File: src/sdt_pkg.sv
/*
 * Shared constants and types for the trigger and output setup controller.
 * Assumes a 40 MHz system clock and a two-wire register port.
 */
package sdt_pkg;

	// ****************************************************************
	// Register pointers
	// ****************************************************************
	localparam logic [7:0] REG_STATUS = 8'hd0; // Busy flags, read only
	localparam logic [7:0] REG_SETUP = 8'hd1; // output_setup
	localparam logic [7:0] REG_MAP = 8'hd2; // trigger_mapping
	localparam logic [7:0] REG_ACT = 8'hd3; // action_control
	localparam logic [7:0] REG_CODE = 8'h21; // Output code word
	localparam logic [7:0] REG_MHI = 8'h25; // Margin high code
	localparam logic [7:0] REG_MLO = 8'h26; // Margin low code

	// ****************************************************************
	// Field positions
	// ****************************************************************
	localparam int SPAN_LSB = 0; // output_gain_select, 2 bits
	localparam int REF_BIT = 2; // Internal reference enable
	localparam int PDN_LSB = 3; // Power-down mode, 2 bits
	localparam int SLEW_LSB = 5; // Step period select, 4 bits
	localparam int STEP_LSB = 9; // Code step select, 3 bits
	localparam int SEL_LSB = 11; // trigger_pin_function_select, 3 bits
	localparam int ADDR_LSB = 14; // Bus address low bits, 2 bits
	localparam int EN_BIT = 10; // trigger_pin_enable
	localparam int SW_MHI_BIT = 0; // Software margin high, self clearing
	localparam int SW_MLO_BIT = 1; // Software margin low, self clearing
	localparam int SW_FGO_BIT = 2; // Software waveform start
	localparam int SW_FSTOP_BIT = 3; // Software waveform stop
	localparam int CODE_LSB = 2; // Output code, 10 bits
	localparam int MARGIN_LSB = 4; // Margin code, 8 bits
	localparam int CODE_MAX_BITS = 10; // Widest code resolution

	// ****************************************************************
	// Encodings and reset values
	// ****************************************************************
	localparam logic [1:0] PDN_ON = 2'h0; // Output powered
	localparam logic [1:0] PDN_10K = 2'h1; // 10 kOhm to ground
	localparam logic [1:0] PDN_HIZ = 2'h3; // High impedance
	localparam logic [1:0] PRIO_HIGH = 2'h3;
	localparam logic [1:0] PRIO_MED = 2'h2;
	localparam logic [1:0] PRIO_LOW = 2'h1;
	localparam logic [15:0] SETUP_RST = 16'h0018; // Hi-Z, supply ref
	localparam logic [15:0] ZERO_RST = 16'h0000; // Other registers
	localparam logic [2:0] NVM_WORDS = 3'h6; // Words loaded at boot

	typedef enum logic [2:0] {
		SEL_PWR_HIZ = 3'h0,
		SEL_PWR_10K = 3'h1,
		SEL_MARGIN = 3'h2,
		SEL_WAVE = 3'h3,
		SEL_AL_HIGH = 3'h4,
		SEL_AL_MED = 3'h5,
		SEL_AL_LOW = 3'h6,
		SEL_ADDR = 3'h7
	} sdt_sel_t;

	// ****************************************************************
	// Timing
	// ****************************************************************
	localparam int CLK_MHZ = 40;
	localparam int TRIG_DELAY_US = 2; // Edge to start of operation
	localparam int TRIG_DELAY_CYC = TRIG_DELAY_US * CLK_MHZ;
	localparam int BUS_STD_KBPS = 100;
	localparam int BUS_FAST_KBPS = 400;
	localparam int BUS_FPLUS_KBPS = 1000;
	// Shortest half bit at the fastest rate, in system clocks
	localparam int BUS_HALF_CYC = (CLK_MHZ * 1000) / (2 * BUS_FPLUS_KBPS);

	// ****************************************************************
	// Bus slave states
	// ****************************************************************
	typedef enum logic [6:0] {
		BS_IDLE = 7'h01,
		BS_ADDR = 7'h02,
		BS_ACK = 7'h04,
		BS_PTR = 7'h08,
		BS_WR = 7'h10,
		BS_RD = 7'h20,
		BS_RACK = 7'h40
	} sdt_bus_st_t;

	// ****************************************************************
	// Carriers
	// ****************************************************************
	typedef struct packed {
		logic power_up;
		logic pdn_hiz;
		logic pdn_10k;
		logic margin_hi;
		logic margin_lo;
		logic func_start;
		logic func_stop;
		logic alarm_start;
		logic alarm_stop;
		logic [1:0] alarm_prio;
		logic addr_en;
		logic addr_dis;
	} sdt_cmd_t;

	// Commands that wait for the trigger delay
	localparam logic [12:0] DELAYED_MASK = 13'h03fc;

	typedef struct packed {
		logic [9:0] code;
		logic [7:0] margin_hi;
		logic [7:0] margin_lo;
		logic [1:0] pdn;
		logic ref_int;
		logic [1:0] gain_sel;
		logic gain_unity;
		logic [2:0] step;
		logic [3:0] slew;
	} sdt_analog_t;

endpackage

File: src/sdt_trigger_ctrl.sv
/*
 * Trigger pin, output setup and register port of the small converter.
 * Assumes the stored-settings memory answers on clk_sys, the slew engine
 * reports its busy state on clk_sys, and the bus pins are open drain.
 */
// Functional notes
// Disabled trigger pin does nothing at all.
// 000/001 rise powers up, fall powers down.
// 010 edges start margin high/low transitions.
// 011 rise starts waveform, fall stops it.
// 100/101/110 edges start/stop chosen alarm.
// 111 edges enable/disable bus address update.
// After boot act only on pin edges.
// At boot end sample level, run command.
// Mapped pin blocks matching software control.
// Pin functions obey register-path constraints.
// Host keeps trigger pin driven, never floating.
// Output code is straight binary.
// Resolution is 8 or 10 bits.
// Load all registers from stored memory first.
// Supply reference default, bit enables internal.
// Internal reference gain 1.5x/2x/3x/4x select.
// Supply reference forces unity gain.
// Power on Hi-Z, memory may choose 10k.
// Register port is a two-wire bus slave.
// New code reaches output at frame end.
// Busy flag during waveform, margin, alarm.
// Triggered operations start 2 us after edge; power and address commands go out at once.
// Two-flop sync, one command per edge.
`timescale 1ns/100ps
module sdt_trigger_ctrl #(
	parameter int RES_BITS = 10,
	parameter logic [4:0] BUS_ADDR_HI = 5'h12
) (
	input wire logic clk_sys,
	input wire logic rst,
	input wire logic trigger_input_pin,
	input wire logic scl_in,
	input wire logic sda_in,
	output logic sda_out,
	output logic sda_oe,
	output logic nvm_req,
	output logic [2:0] nvm_index,
	input wire logic [15:0] nvm_data,
	input wire logic nvm_ack,
	input wire logic update_busy_in,
	output sdt_pkg::sdt_analog_t analog_out,
	output sdt_pkg::sdt_cmd_t cmd_out,
	output logic addr_update_en,
	output logic boot_done
);
	import sdt_pkg::*;

	localparam int CODE_SHIFT = CODE_MAX_BITS - RES_BITS;
	localparam int TRIG_DLY_A = TRIG_DELAY_CYC;
	localparam int TRIG_DLY_B = TRIG_DELAY_CYC - 1; // Cycle after edge to line end

	// ****************************************************************
	// Helpers
	// ****************************************************************
	// Boot word index to register pointer
	function automatic logic [7:0] idx_to_ptr(input logic [2:0] idx);
		case (idx)
			3'h0: idx_to_ptr = REG_SETUP;
			3'h1: idx_to_ptr = REG_MAP;
			3'h2: idx_to_ptr = REG_ACT;
			3'h3: idx_to_ptr = REG_CODE;
			3'h4: idx_to_ptr = REG_MHI;
			default: idx_to_ptr = REG_MLO;
		endcase
	endfunction

	// Pin function select and edge to command
	function automatic sdt_cmd_t pin_cmd(input logic [2:0] sel,
		input logic rise);
		sdt_cmd_t c;
		c = '0;
		case (sdt_sel_t'(sel))
			SEL_PWR_HIZ: begin
				c.power_up = rise;
				c.pdn_hiz = !rise;
			end
			SEL_PWR_10K: begin
				c.power_up = rise;
				c.pdn_10k = !rise;
			end
			SEL_MARGIN: begin
				c.margin_hi = rise;
				c.margin_lo = !rise;
			end
			SEL_WAVE: begin
				c.func_start = rise;
				c.func_stop = !rise;
			end
			SEL_ADDR: begin
				c.addr_en = rise;
				c.addr_dis = !rise;
			end
			default: begin
				c.alarm_start = rise;
				c.alarm_stop = !rise;
				c.alarm_prio = (sel == SEL_AL_HIGH) ? PRIO_HIGH :
					(sel == SEL_AL_MED) ? PRIO_MED : PRIO_LOW;
			end
		endcase
		return c;
	endfunction

	// ****************************************************************
	// Input synchronisers
	// ****************************************************************
	logic scl_m, scl_s, scl_p; // Clock pin sync and history
	logic sda_m, sda_s, sda_p; // Data pin sync and history
	logic trig_m, trig_s, trig_p; // Trigger pin sync and history

	// Two flops per pin, then one history flop for edges
	always_ff @(posedge clk_sys or posedge rst) begin
		if (rst) begin
			{scl_m, scl_s, scl_p} <= 3'h7;
			{sda_m, sda_s, sda_p} <= 3'h7;
			{trig_m, trig_s, trig_p} <= 3'h0;
		end else begin
			{scl_m, scl_s, scl_p} <= {scl_in, scl_m, scl_s};
			{sda_m, sda_s, sda_p} <= {sda_in, sda_m, sda_s};
			{trig_m, trig_s, trig_p} <= {trigger_input_pin, trig_m,
				trig_s};
		end
	end

	// ****************************************************************
	// Register file and boot load
	// ****************************************************************
	logic [15:0] setup_reg, map_reg, act_reg, code_reg, mhi_reg, mlo_reg;
	logic [2:0] boot_idx_reg; // Next stored word to fetch
	logic loading_reg; // Stored memory load running
	logic boot_done_reg, boot_done_d; // Load finished, and delayed
	logic bus_wr_stb; // Word written over the bus
	logic [7:0] bus_wr_ptr; // Its register pointer
	logic [15:0] bus_wr_data; // Its value
	logic stop_det; // Frame end on the bus

	wire boot_wr = loading_reg && nvm_ack;
	wire bus_wr = bus_wr_stb && boot_done_reg;
	wire wr_en = boot_wr || bus_wr;
	wire [7:0] wr_ptr = boot_wr ? idx_to_ptr(boot_idx_reg) : bus_wr_ptr;
	wire [15:0] wr_data = boot_wr ? nvm_data : bus_wr_data;
	wire boot_last = boot_wr && (boot_idx_reg == NVM_WORDS - 3'h1);

	// Fetch each stored word once after reset
	always_ff @(posedge clk_sys or posedge rst) begin
		if (rst) begin
			boot_idx_reg <= 3'h0;
			loading_reg <= 1'b1;
			boot_done_reg <= 1'b0;
			boot_done_d <= 1'b0;
		end else begin
			boot_done_d <= boot_done_reg;
			if (boot_wr) begin
				boot_idx_reg <= boot_idx_reg + 3'h1;
			end
			if (boot_last) begin
				loading_reg <= 1'b0;
				boot_done_reg <= 1'b1;
			end
		end
	end

	// Register storage, software command bits are not kept
	always_ff @(posedge clk_sys or posedge rst) begin
		if (rst) begin
			setup_reg <= SETUP_RST;
			map_reg <= ZERO_RST;
			act_reg <= ZERO_RST;
			code_reg <= ZERO_RST;
			mhi_reg <= ZERO_RST;
			mlo_reg <= ZERO_RST;
		end else if (wr_en) begin
			case (wr_ptr)
				REG_SETUP: setup_reg <= wr_data;
				REG_MAP: map_reg <= wr_data;
				REG_ACT: act_reg <= wr_data & (16'h0001 << EN_BIT);
				REG_CODE: code_reg <= wr_data;
				REG_MHI: mhi_reg <= wr_data;
				REG_MLO: mlo_reg <= wr_data;
				default: ;
			endcase
		end
	end

	// Read view of the registers, unmapped pointers read zero
	function automatic logic [15:0] reg_read(input logic [7:0] ptr,
		input logic [15:0] status);
		case (ptr)
			REG_STATUS: reg_read = status;
			REG_SETUP: reg_read = setup_reg;
			REG_MAP: reg_read = map_reg;
			REG_ACT: reg_read = act_reg;
			REG_CODE: reg_read = code_reg;
			REG_MHI: reg_read = mhi_reg;
			REG_MLO: reg_read = mlo_reg;
			default: reg_read = 16'h0000;
		endcase
	endfunction

	// ****************************************************************
	// Trigger pin decode
	// ****************************************************************
	wire pin_en = act_reg[EN_BIT];
	wire [2:0] pin_sel = map_reg[SEL_LSB +: 3];
	wire boot_pulse = boot_done_reg && !boot_done_d;
	wire pin_edge = boot_done_d && (trig_s != trig_p);
	wire trig_evt = boot_pulse || pin_edge;
	wire trig_dir = trig_s; // High level counts as a rising edge
	wire [12:0] pin_now = (trig_evt && pin_en) ?
		pin_cmd(pin_sel, trig_dir) : 13'h0000;
	wire [12:0] pin_imm = pin_now & ~DELAYED_MASK;
	wire pwr_mapped = pin_en && (pin_sel == SEL_PWR_HIZ ||
		pin_sel == SEL_PWR_10K);
	wire margin_mapped = pin_en && (pin_sel == SEL_MARGIN);
	wire wave_mapped = pin_en && (pin_sel == SEL_WAVE);
	wire addr_mapped = pin_en && (pin_sel == SEL_ADDR);
	wire act_wr = bus_wr && (bus_wr_ptr == REG_ACT);

	// Software commands, blocked while the pin owns the function
	sdt_cmd_t sw_cmd;
	always_comb begin
		sw_cmd = '0;
		sw_cmd.margin_hi = act_wr && bus_wr_data[SW_MHI_BIT] &&
			!margin_mapped;
		sw_cmd.margin_lo = act_wr && bus_wr_data[SW_MLO_BIT] &&
			!margin_mapped;
		sw_cmd.func_start = act_wr && bus_wr_data[SW_FGO_BIT] &&
			!wave_mapped;
		sw_cmd.func_stop = act_wr && bus_wr_data[SW_FSTOP_BIT] &&
			!wave_mapped;
	end

	// Margin, waveform and alarm edges ride the line for the start delay
	logic [12:0] dly_q [TRIG_DELAY_CYC];
	always_ff @(posedge clk_sys or posedge rst) begin
		if (rst) begin
			for (int i = 0; i < TRIG_DELAY_CYC; i++) begin
				dly_q[i] <= 13'h0000;
			end
		end else begin
			dly_q[0] <= pin_now & DELAYED_MASK;
			for (int i = 1; i < TRIG_DELAY_CYC; i++) begin
				dly_q[i] <= dly_q[i - 1];
			end
		end
	end
	wire [12:0] pin_late = dly_q[TRIG_DELAY_CYC - 1];

	logic [12:0] cmd_reg; // Command pulses to the engines
	logic [1:0] pin_pdn_reg; // Power state set by the pin
	logic addr_upd_reg; // Address update allowed by the pin
	logic [1:0] addr_lo_reg; // Address low bits in use

	// Issue commands and keep pin-owned state
	always_ff @(posedge clk_sys or posedge rst) begin
		if (rst) begin
			cmd_reg <= 13'h0000;
			pin_pdn_reg <= PDN_HIZ;
			addr_upd_reg <= 1'b0;
			addr_lo_reg <= 2'h0;
		end else begin
			cmd_reg <= pin_imm | pin_late | sw_cmd;
			if (pin_imm[12]) begin
				pin_pdn_reg <= PDN_ON;
			end else if (pin_imm[11]) begin
				pin_pdn_reg <= PDN_HIZ;
			end else if (pin_imm[10]) begin
				pin_pdn_reg <= PDN_10K;
			end
			if (pin_imm[1]) begin
				addr_upd_reg <= 1'b1;
			end else if (pin_imm[0]) begin
				addr_upd_reg <= 1'b0;
			end
			if (!addr_mapped || addr_upd_reg) begin
				addr_lo_reg <= map_reg[ADDR_LSB +: 2];
			end
		end
	end

	// ****************************************************************
	// Output setup
	// ****************************************************************
	wire [9:0] code_field = code_reg[CODE_LSB +: 10];
	logic [9:0] code_out_reg; // Code presented to the converter

	// Latch the code only at a frame end or at boot
	always_ff @(posedge clk_sys or posedge rst) begin
		if (rst) begin
			code_out_reg <= 10'h000;
		end else if (stop_det || boot_pulse) begin
			code_out_reg <= 10'(code_field >> CODE_SHIFT);
		end
	end

	wire ref_int = setup_reg[REF_BIT];
	always_comb begin
		analog_out.code = code_out_reg;
		analog_out.margin_hi = mhi_reg[MARGIN_LSB +: 8];
		analog_out.margin_lo = mlo_reg[MARGIN_LSB +: 8];
		analog_out.pdn = pwr_mapped ? pin_pdn_reg :
			setup_reg[PDN_LSB +: 2];
		analog_out.ref_int = ref_int;
		analog_out.gain_sel = ref_int ? setup_reg[SPAN_LSB +: 2] :
			2'h0;
		analog_out.gain_unity = !ref_int;
		analog_out.step = setup_reg[STEP_LSB +: 3];
		analog_out.slew = setup_reg[SLEW_LSB +: 4];
	end

	// ****************************************************************
	// Two-wire register port
	// ****************************************************************
	sdt_bus_st_t bus_st, bus_nxt; // Bus state and state after ack
	logic [3:0] bitc; // Bits in the current byte
	logic [7:0] rx_sh, tx_sh, ptr_reg, hi_byte;
	logic hi_reg; // Next data byte is the upper one
	logic sda_oe_reg; // Pull data low

	wire scl_rise = scl_s && !scl_p;
	wire scl_fall = !scl_s && scl_p;
	wire start_det = scl_s && scl_p && sda_p && !sda_s;
	assign stop_det = scl_s && scl_p && !sda_p && sda_s;
	wire [15:0] status_word = {14'h0000, loading_reg, update_busy_in};
	wire [15:0] rd_word = reg_read(ptr_reg, status_word);
	wire [7:0] tx_first = hi_reg ? rd_word[15:8] : rd_word[7:0];
	wire [7:0] tx_again = hi_reg ? rd_word[7:0] : rd_word[15:8];
	wire rx_state = (bus_st == BS_ADDR) || (bus_st == BS_PTR) ||
		(bus_st == BS_WR);
	wire addr_hit = rx_sh[7:1] == {BUS_ADDR_HI, addr_lo_reg};

	// Bit engine: sample on clock rise, drive on clock fall
	always_ff @(posedge clk_sys or posedge rst) begin
		if (rst) begin
			bus_st <= BS_IDLE;
			bus_nxt <= BS_IDLE;
			bitc <= 4'h0;
			{rx_sh, tx_sh, ptr_reg, hi_byte} <= 32'h00000000;
			hi_reg <= 1'b1;
			sda_oe_reg <= 1'b0;
			bus_wr_stb <= 1'b0;
			bus_wr_ptr <= 8'h00;
			bus_wr_data <= 16'h0000;
		end else begin
			bus_wr_stb <= 1'b0;
			if (start_det) begin
				bus_st <= BS_ADDR;
				bitc <= 4'h0;
				sda_oe_reg <= 1'b0;
			end else if (stop_det) begin
				bus_st <= BS_IDLE;
				sda_oe_reg <= 1'b0;
			end else if (scl_rise) begin
				if (rx_state) begin
					rx_sh <= {rx_sh[6:0], sda_s};
					bitc <= bitc + 4'h1;
				end else if (bus_st == BS_RD) begin
					bitc <= bitc + 4'h1;
				end else if (bus_st == BS_RACK && sda_s) begin
					bus_st <= BS_IDLE; // Master ends the read
				end
			end else if (scl_fall) begin
				if (rx_state && bitc == 4'h8) begin
					bus_st <= BS_ACK;
					bitc <= 4'h0;
					sda_oe_reg <= 1'b1;
					bus_nxt <= BS_WR;
					if (bus_st == BS_ADDR) begin
						hi_reg <= 1'b1;
						bus_nxt <= rx_sh[0] ? BS_RD : BS_PTR;
						if (!addr_hit) begin
							bus_st <= BS_IDLE; // Not ours
							sda_oe_reg <= 1'b0;
						end
					end else if (bus_st == BS_PTR) begin
						ptr_reg <= rx_sh;
						hi_reg <= 1'b1;
					end else if (hi_reg) begin
						hi_byte <= rx_sh;
						hi_reg <= 1'b0;
					end else begin
						bus_wr_stb <= 1'b1;
						bus_wr_ptr <= ptr_reg;
						bus_wr_data <= {hi_byte, rx_sh};
						hi_reg <= 1'b1;
					end
				end else if (bus_st == BS_ACK) begin
					bus_st <= bus_nxt;
					tx_sh <= tx_first;
					sda_oe_reg <= (bus_nxt == BS_RD) && !tx_first[7];
				end else if (bus_st == BS_RD) begin
					if (bitc == 4'h8) begin
						bus_st <= BS_RACK;
						sda_oe_reg <= 1'b0;
					end else begin
						tx_sh <= {tx_sh[6:0], 1'b0};
						sda_oe_reg <= !tx_sh[6];
					end
				end else if (bus_st == BS_RACK) begin
					bus_st <= BS_RD;
					bitc <= 4'h0;
					hi_reg <= !hi_reg;
					tx_sh <= tx_again;
					sda_oe_reg <= !tx_again[7];
				end
			end
		end
	end

	// ****************************************************************
	// Outputs
	// ****************************************************************
	assign sda_out = 1'b0;
	assign sda_oe = sda_oe_reg;
	assign nvm_req = loading_reg;
	assign nvm_index = boot_idx_reg;
	assign cmd_out = cmd_reg;
	assign addr_update_en = addr_upd_reg;
	assign boot_done = boot_done_reg;
endmodule

File: config.mk
export PLATFORM = sky130hd
export DESIGN_NAME = sdt_trigger_ctrl
export DESIGN_NICKNAME = d
export VERILOG_FILES = /design/src/sdt_pkg.sv /design/src/sdt_trigger_ctrl.sv
export SDC_FILE = /design/constraint.sdc
export NUM_CORES = 1
export LEC_CHECK = 0
export BUFFER_PORTS_ARGS = -buffer_cell sky130_fd_sc_hd__buf_2
export CORE_ASPECT_RATIO = 0.75
export CORE_MARGIN = 2
export CORE_UTILIZATION = 60
export DETAILED_ROUTE_END_ITERATION = 10
export PLACE_DENSITY = 0.81
export RECOVER_POWER = 25
export SYNTH_ARGS = -nofsm -noshare
export SYNTH_HDL_FRONTEND = slang
export SYNTH_SLANG_ARGS = --single-unit
File: constraint.sdc
create_clock -name clk_sys -period 40.5 [get_ports clk_sys]
set_input_delay 10.125 -clock clk_sys [delete_from_list [all_inputs] [get_ports clk_sys]]
set_output_delay 10.125 -clock clk_sys [all_outputs]
set_load 0.005 [all_outputs]
-- After elaboration in Yosys (flattened, before gate mapping)
Cells that the tools add are included.
- register bits after elaboration: 840
- memory bits (writable): 0
- input bits: 23
- memories kept: 0
- memory bits (read-only): 0
- bits in latches: 0
- logic and storage cells: 332
- multipliers: 0
- $lt $le $gt $ge: 0
- muxes and demuxes: 78
- bitwise gates (word level): 9
- eq/ne operators: 47
- divide/modulo/power cells: 0
- $add $sub $neg: 2
- reductions and logical operators: 80
- shifts and indexed selects: 0
- operators by type and width (cell ; count):
    7-bit 2-to-1 mux ; 16
    16-bit one-hot mux with 7 select lines ; 1
    8-bit equality test, second input constant ; 8
    8-bit by 6-bit equality test with 1-bit output, second input constant ; 6
    4-bit 2-to-1 mux ; 11
    8-bit one-hot mux with 5 select lines ; 1
    1-bit 2-to-1 mux ; 30
    1-bit logical AND ; 29
    13-bit by 10-bit bitwise OR with 13-bit output ; 2
    8-bit 2-to-1 mux ; 3
    7-bit AND reduction ; 3
    2-bit 2-to-1 mux ; 10
    16-bit 2-to-1 mux ; 1
    8-bit AND reduction ; 2
    3-bit equality test, second input constant ; 5
    7-bit by 6-bit equality test with 1-bit output, second input constant ; 2
    1-bit logical NOT ; 14
    13-bit 2-to-1 mux ; 1
    3-bit by 2-bit equality test with 1-bit output, second input constant ; 4
    6-bit 2-to-1 mux ; 2
    4-bit != test, second input constant ; 3
    2-bit AND reduction ; 6
    6-bit AND reduction ; 2
    3-bit nonzero test ; 4
    other kinds (31) ; 50

-- Depth between registers and ports, before layout
- depth after elaboration: 12
- depth in mapped cells: 10
- mapped depth without buffers: 8

-- Worst setup path after synthesis
No wires, ideal clock.
- path type: in2reg
- from: input nvm_ack
- to: register setup_reg[10]
- library setup time: 0.137 ns
- data required time: 40.363 ns
- slack: 28.888 ns
- data arrival time: 11.475 ns
- stages on the path: 9
- path buffers: 3
- path through: and2_1 -> clkbuf_1 -> o211a_1 -> a21oi_1 -> or3_1 -> clkbuf_1 -> clkbuf_1 -> nand2_1 -> o21ai_0
- cells in the longest elaborated chain, start to end: 4
- elaborated cells between the ends (all ways): 6
- those cells by class: eq/ne (1); mux (2); reduce/logical (3)
- RTL lines (item ; line ; text):
    start, declared ; sdt_trigger_ctrl.sv:45 ; input wire logic nvm_ack,
    1-bit logical AND (*) ; sdt_trigger_ctrl.sv:142 ; wire boot_wr = loading_reg && nvm_ack;
    8-bit 2-to-1 mux ; sdt_trigger_ctrl.sv:145 ; wire [7:0] wr_ptr = boot_wr ? idx_to_ptr(boot_idx_reg) : bus_wr_ptr;
    8-bit equality test ; sdt_trigger_ctrl.sv:178 ; case (wr_ptr)
    2-bit AND reduction (no source line) ; -- ;
    end signal, assigned ; sdt_trigger_ctrl.sv:179 ; REG_SETUP: setup_reg <= wr_data;
    end, declared ; sdt_trigger_ctrl.sv:133 ; logic [15:0] setup_reg, map_reg, act_reg, code_reg, mhi_reg, mlo_reg;
Every way passes the cells marked *; elsewhere a longest branch is shown, timed or not.
A chain may end at the register's enable or synchronous reset.

==> flow_summary.json <==
{
  "clockBufferDepth": 3,
  "grt_overflow": 0,
  "largest_register": "dly_q",
  "arrival_ns": 12.89,
  "cts_resized": 0,
  "drt_first_iter_violations": 1933,
  "r2r_cells": 6,
  "die_area_sq_um": 43400,
  "syn_to_final_growth_pct": 13.6,
  "cts-hold-fix-buffers": 0,
  "fin_hold_ws_ns": 0.341,
  "tightest_slew_ns": 1.36,
  "fillers": 2469,
  "route.detailed.drc": 0,
  "min_path_cells": 0,
  "cts-root-buf": "clkbuf_16",
  "synth_area_sq_um": 25100,
  "clk_latency_ns": 0.59,
  "end_kind": "async pin",
  "antenna_found_initial": 1,
  "finClkSkew_ns": 0.0189,
  "status": "finished clean",
  "cellPowerDensity_nw_per_um2": 60.5,
  "max_slew_margin_pct": 8.97,
  "post_cts_buffers": 0,
  "finalHoldViolations": 0,
  "core_region_area_sq_um": 41000,
  "cts.sinks": 837,
  "tns_ns": 0,
  "synthArstFlopShare_pct": 100,
  "grt_pass1_vias": 13500,
  "grt_max_degree": 172,
  "ir_worst_vdd_mv": 0.0411,
  "worstHoldStart": "dly_q[1018]",
  "synth_edf_count": 0,
  "cp.required_ns": 41.03,
  "yosys.area.top_type": "dfrtp_1",
  "synth_fp_nets": 1520,
  "ys.warnings.count": 0,
  "largest_register_ffs": 632,
  "cp-start-kind": "primary input",
  "synth.top_cell.area_share_pct": 82.2,
  "r2r-start": "ptr_reg[6]",
  "final_nets": 1625,
  "wl_per_cell_microns": 23.1,
  "cts_tree": "built",
  "vias": 12700,
  "fmax_mhz": 80.9,
  "ios": 83,
  "firstDrtPassIters": 6,
  "io_buffers": 81,
  "num_rows": 64,
  "p_leak_nw": 14.6,
  "synthTopCellsByArea": "dfrtp_1 (82%), mux2_2 (2.4%), o21ai_0 (2.2%), nand2_1 (2.1%), dfstp_2 (1.5%)",
  "hp-class": "reg2reg",
  "power_mw": 1.72,
  "dp_hpwl_mm": 28.5,
  "worst_slack_ns": 28.14,
  "fin_crit_ns": 12.36,
  "dp_slack_ns": 27.36,
  "fin_util_pct": 69.4,
  "viasPerCell": 5.74,
  "detail-route-antenna-nets": 0,
  "rr_endpoint": "tx_sh[3]",
  "grt_pass1_wl_mm": 81.0,
  "cap_viol_max_count": 0,
  "ys_ff_latch": 837,
  "setup_viol": 0,
  "die_x_microns": 240,
  "rsz0062_at_grt": "false",
  "drt-total-wl_mm": 51.0,
  "die_h_microns": 181,
  "yosys.cell_types.count": 64,
  "post-route-period-util_pct": 30.5,
  "start_util_pct": 61.1,
  "postSynthCellCount": 1486,
  "htreeDepth": 3,
  "avgSynthCellArea_sq_um": 16.9,
  "cp_max_fo": 171,
  "finalMaxSlewViolations": 0,
  "crit_type": "in2async",
  "num_antenna_cells": 0,
  "globalplace.congestion": 0.869,
  "seq_area_sq_um": 21000,
  "reg2reg_slack_ns": 37.16,
  "ys_seq_area_share_pct": 83.6,
  "grtUsageTotal_pct": 25.1,
  "synthFlopType": "dfrtp_1",
  "clk_pin_slew_worst_paths_ns": 0.07,
  "hold_end": "dly_q[1005]",
  "numCtsBuffers": 71,
  "multiInputGateArea_sq_um": 3690,
  "drive_gt1_share_pct": 18.6
}
## cells in the mapped netlist (all sizes together), types with 7 or more instances
cell	n
dfrtp	823
nand2	137
o21ai	110
mux2	61
nor2	37
buf	34
clkbuf	31
mux2i	21
nor3	17
a22oi	16
a21oi	15
dfstp	14
inv	14
nand3	12
a222oi	11
ha	11
a21o	9
nand2b	8
nand3b	7
nor4	7
## cell usage in the layout, fill, tap and decap left out, types with 16 or more instances in the layout
master / n
nand2_1: 137
clkbuf_16: 76
mux2_2: 54
dfrtp_1: 823
mux2i_1: 21
nor2_1: 37
a22oi_1: 16
buf_4: 16
o21ai_0: 109
buf_2: 81
## layout make-up
class	count	share of cell area (%)
repair buffers	97	1.85
well taps	561	2.47
clock inverters	32	1.47
inverters	15	0.224
clock buffers	99	7.41
flip-flops and latches	837	73.6
multi-input cells	569	12.9
## worst max-delay path by stage
stage               startpoint  slack [ns]            to
global route               rst       27.51      rx_sh[0]
floorplan                  rst        6.88   act_reg[10]
CTS                        rst       27.97  setup_reg[6]
finish                     rst       28.14  setup_reg[0]
global placement           rst       27.51  setup_reg[0]
detailed placement         rst       27.36  setup_reg[0]
## through the flow
stage               instance area (sq um)  std cells
finish                              28500       2210
global route                        28500       2210
CTS                                 28500       2210
detailed placement                  25900       2079
global placement                    25900       2079
floorplan                           25100       1486
## routing by layer
layer	GRT usage [%]	share of wire, %
met5	0	0.014
met4	9.59	4.1
met3	6.05	8.6
met2	37.5	47
met1	36.5	41
## worst max-delay path, stage by stage
cell	delay, ns
buf_2	0.13
inv_8	0.74
buf_4	0.82
buf_4	1.00
## logic make-up after synthesis
group | count (synthesis) | share of synthesized area (%)
DFF | 837 | 83.6
and+or+nand+nor | 266 | 5.19
AOI/OAI and AO/OA | 200 | 4.94
muxes | 82 | 3.68
buffers and inverters | 80 | 1.68
adders and majority gates | 11 | 0.549
xor gates and xnor gates | 9 | 0.314
other | 1 | 0.0150
## power breakdown
part	total [mW]	leakage, nW	switching [mW]	internal [mW]
clock	0.730	1.25	0.305	0.425
combinational	0.103	1.76	0.0697	0.0336
sequential	0.890	11.6	0.0288	0.861
Power figures use the tool's default switching activity.
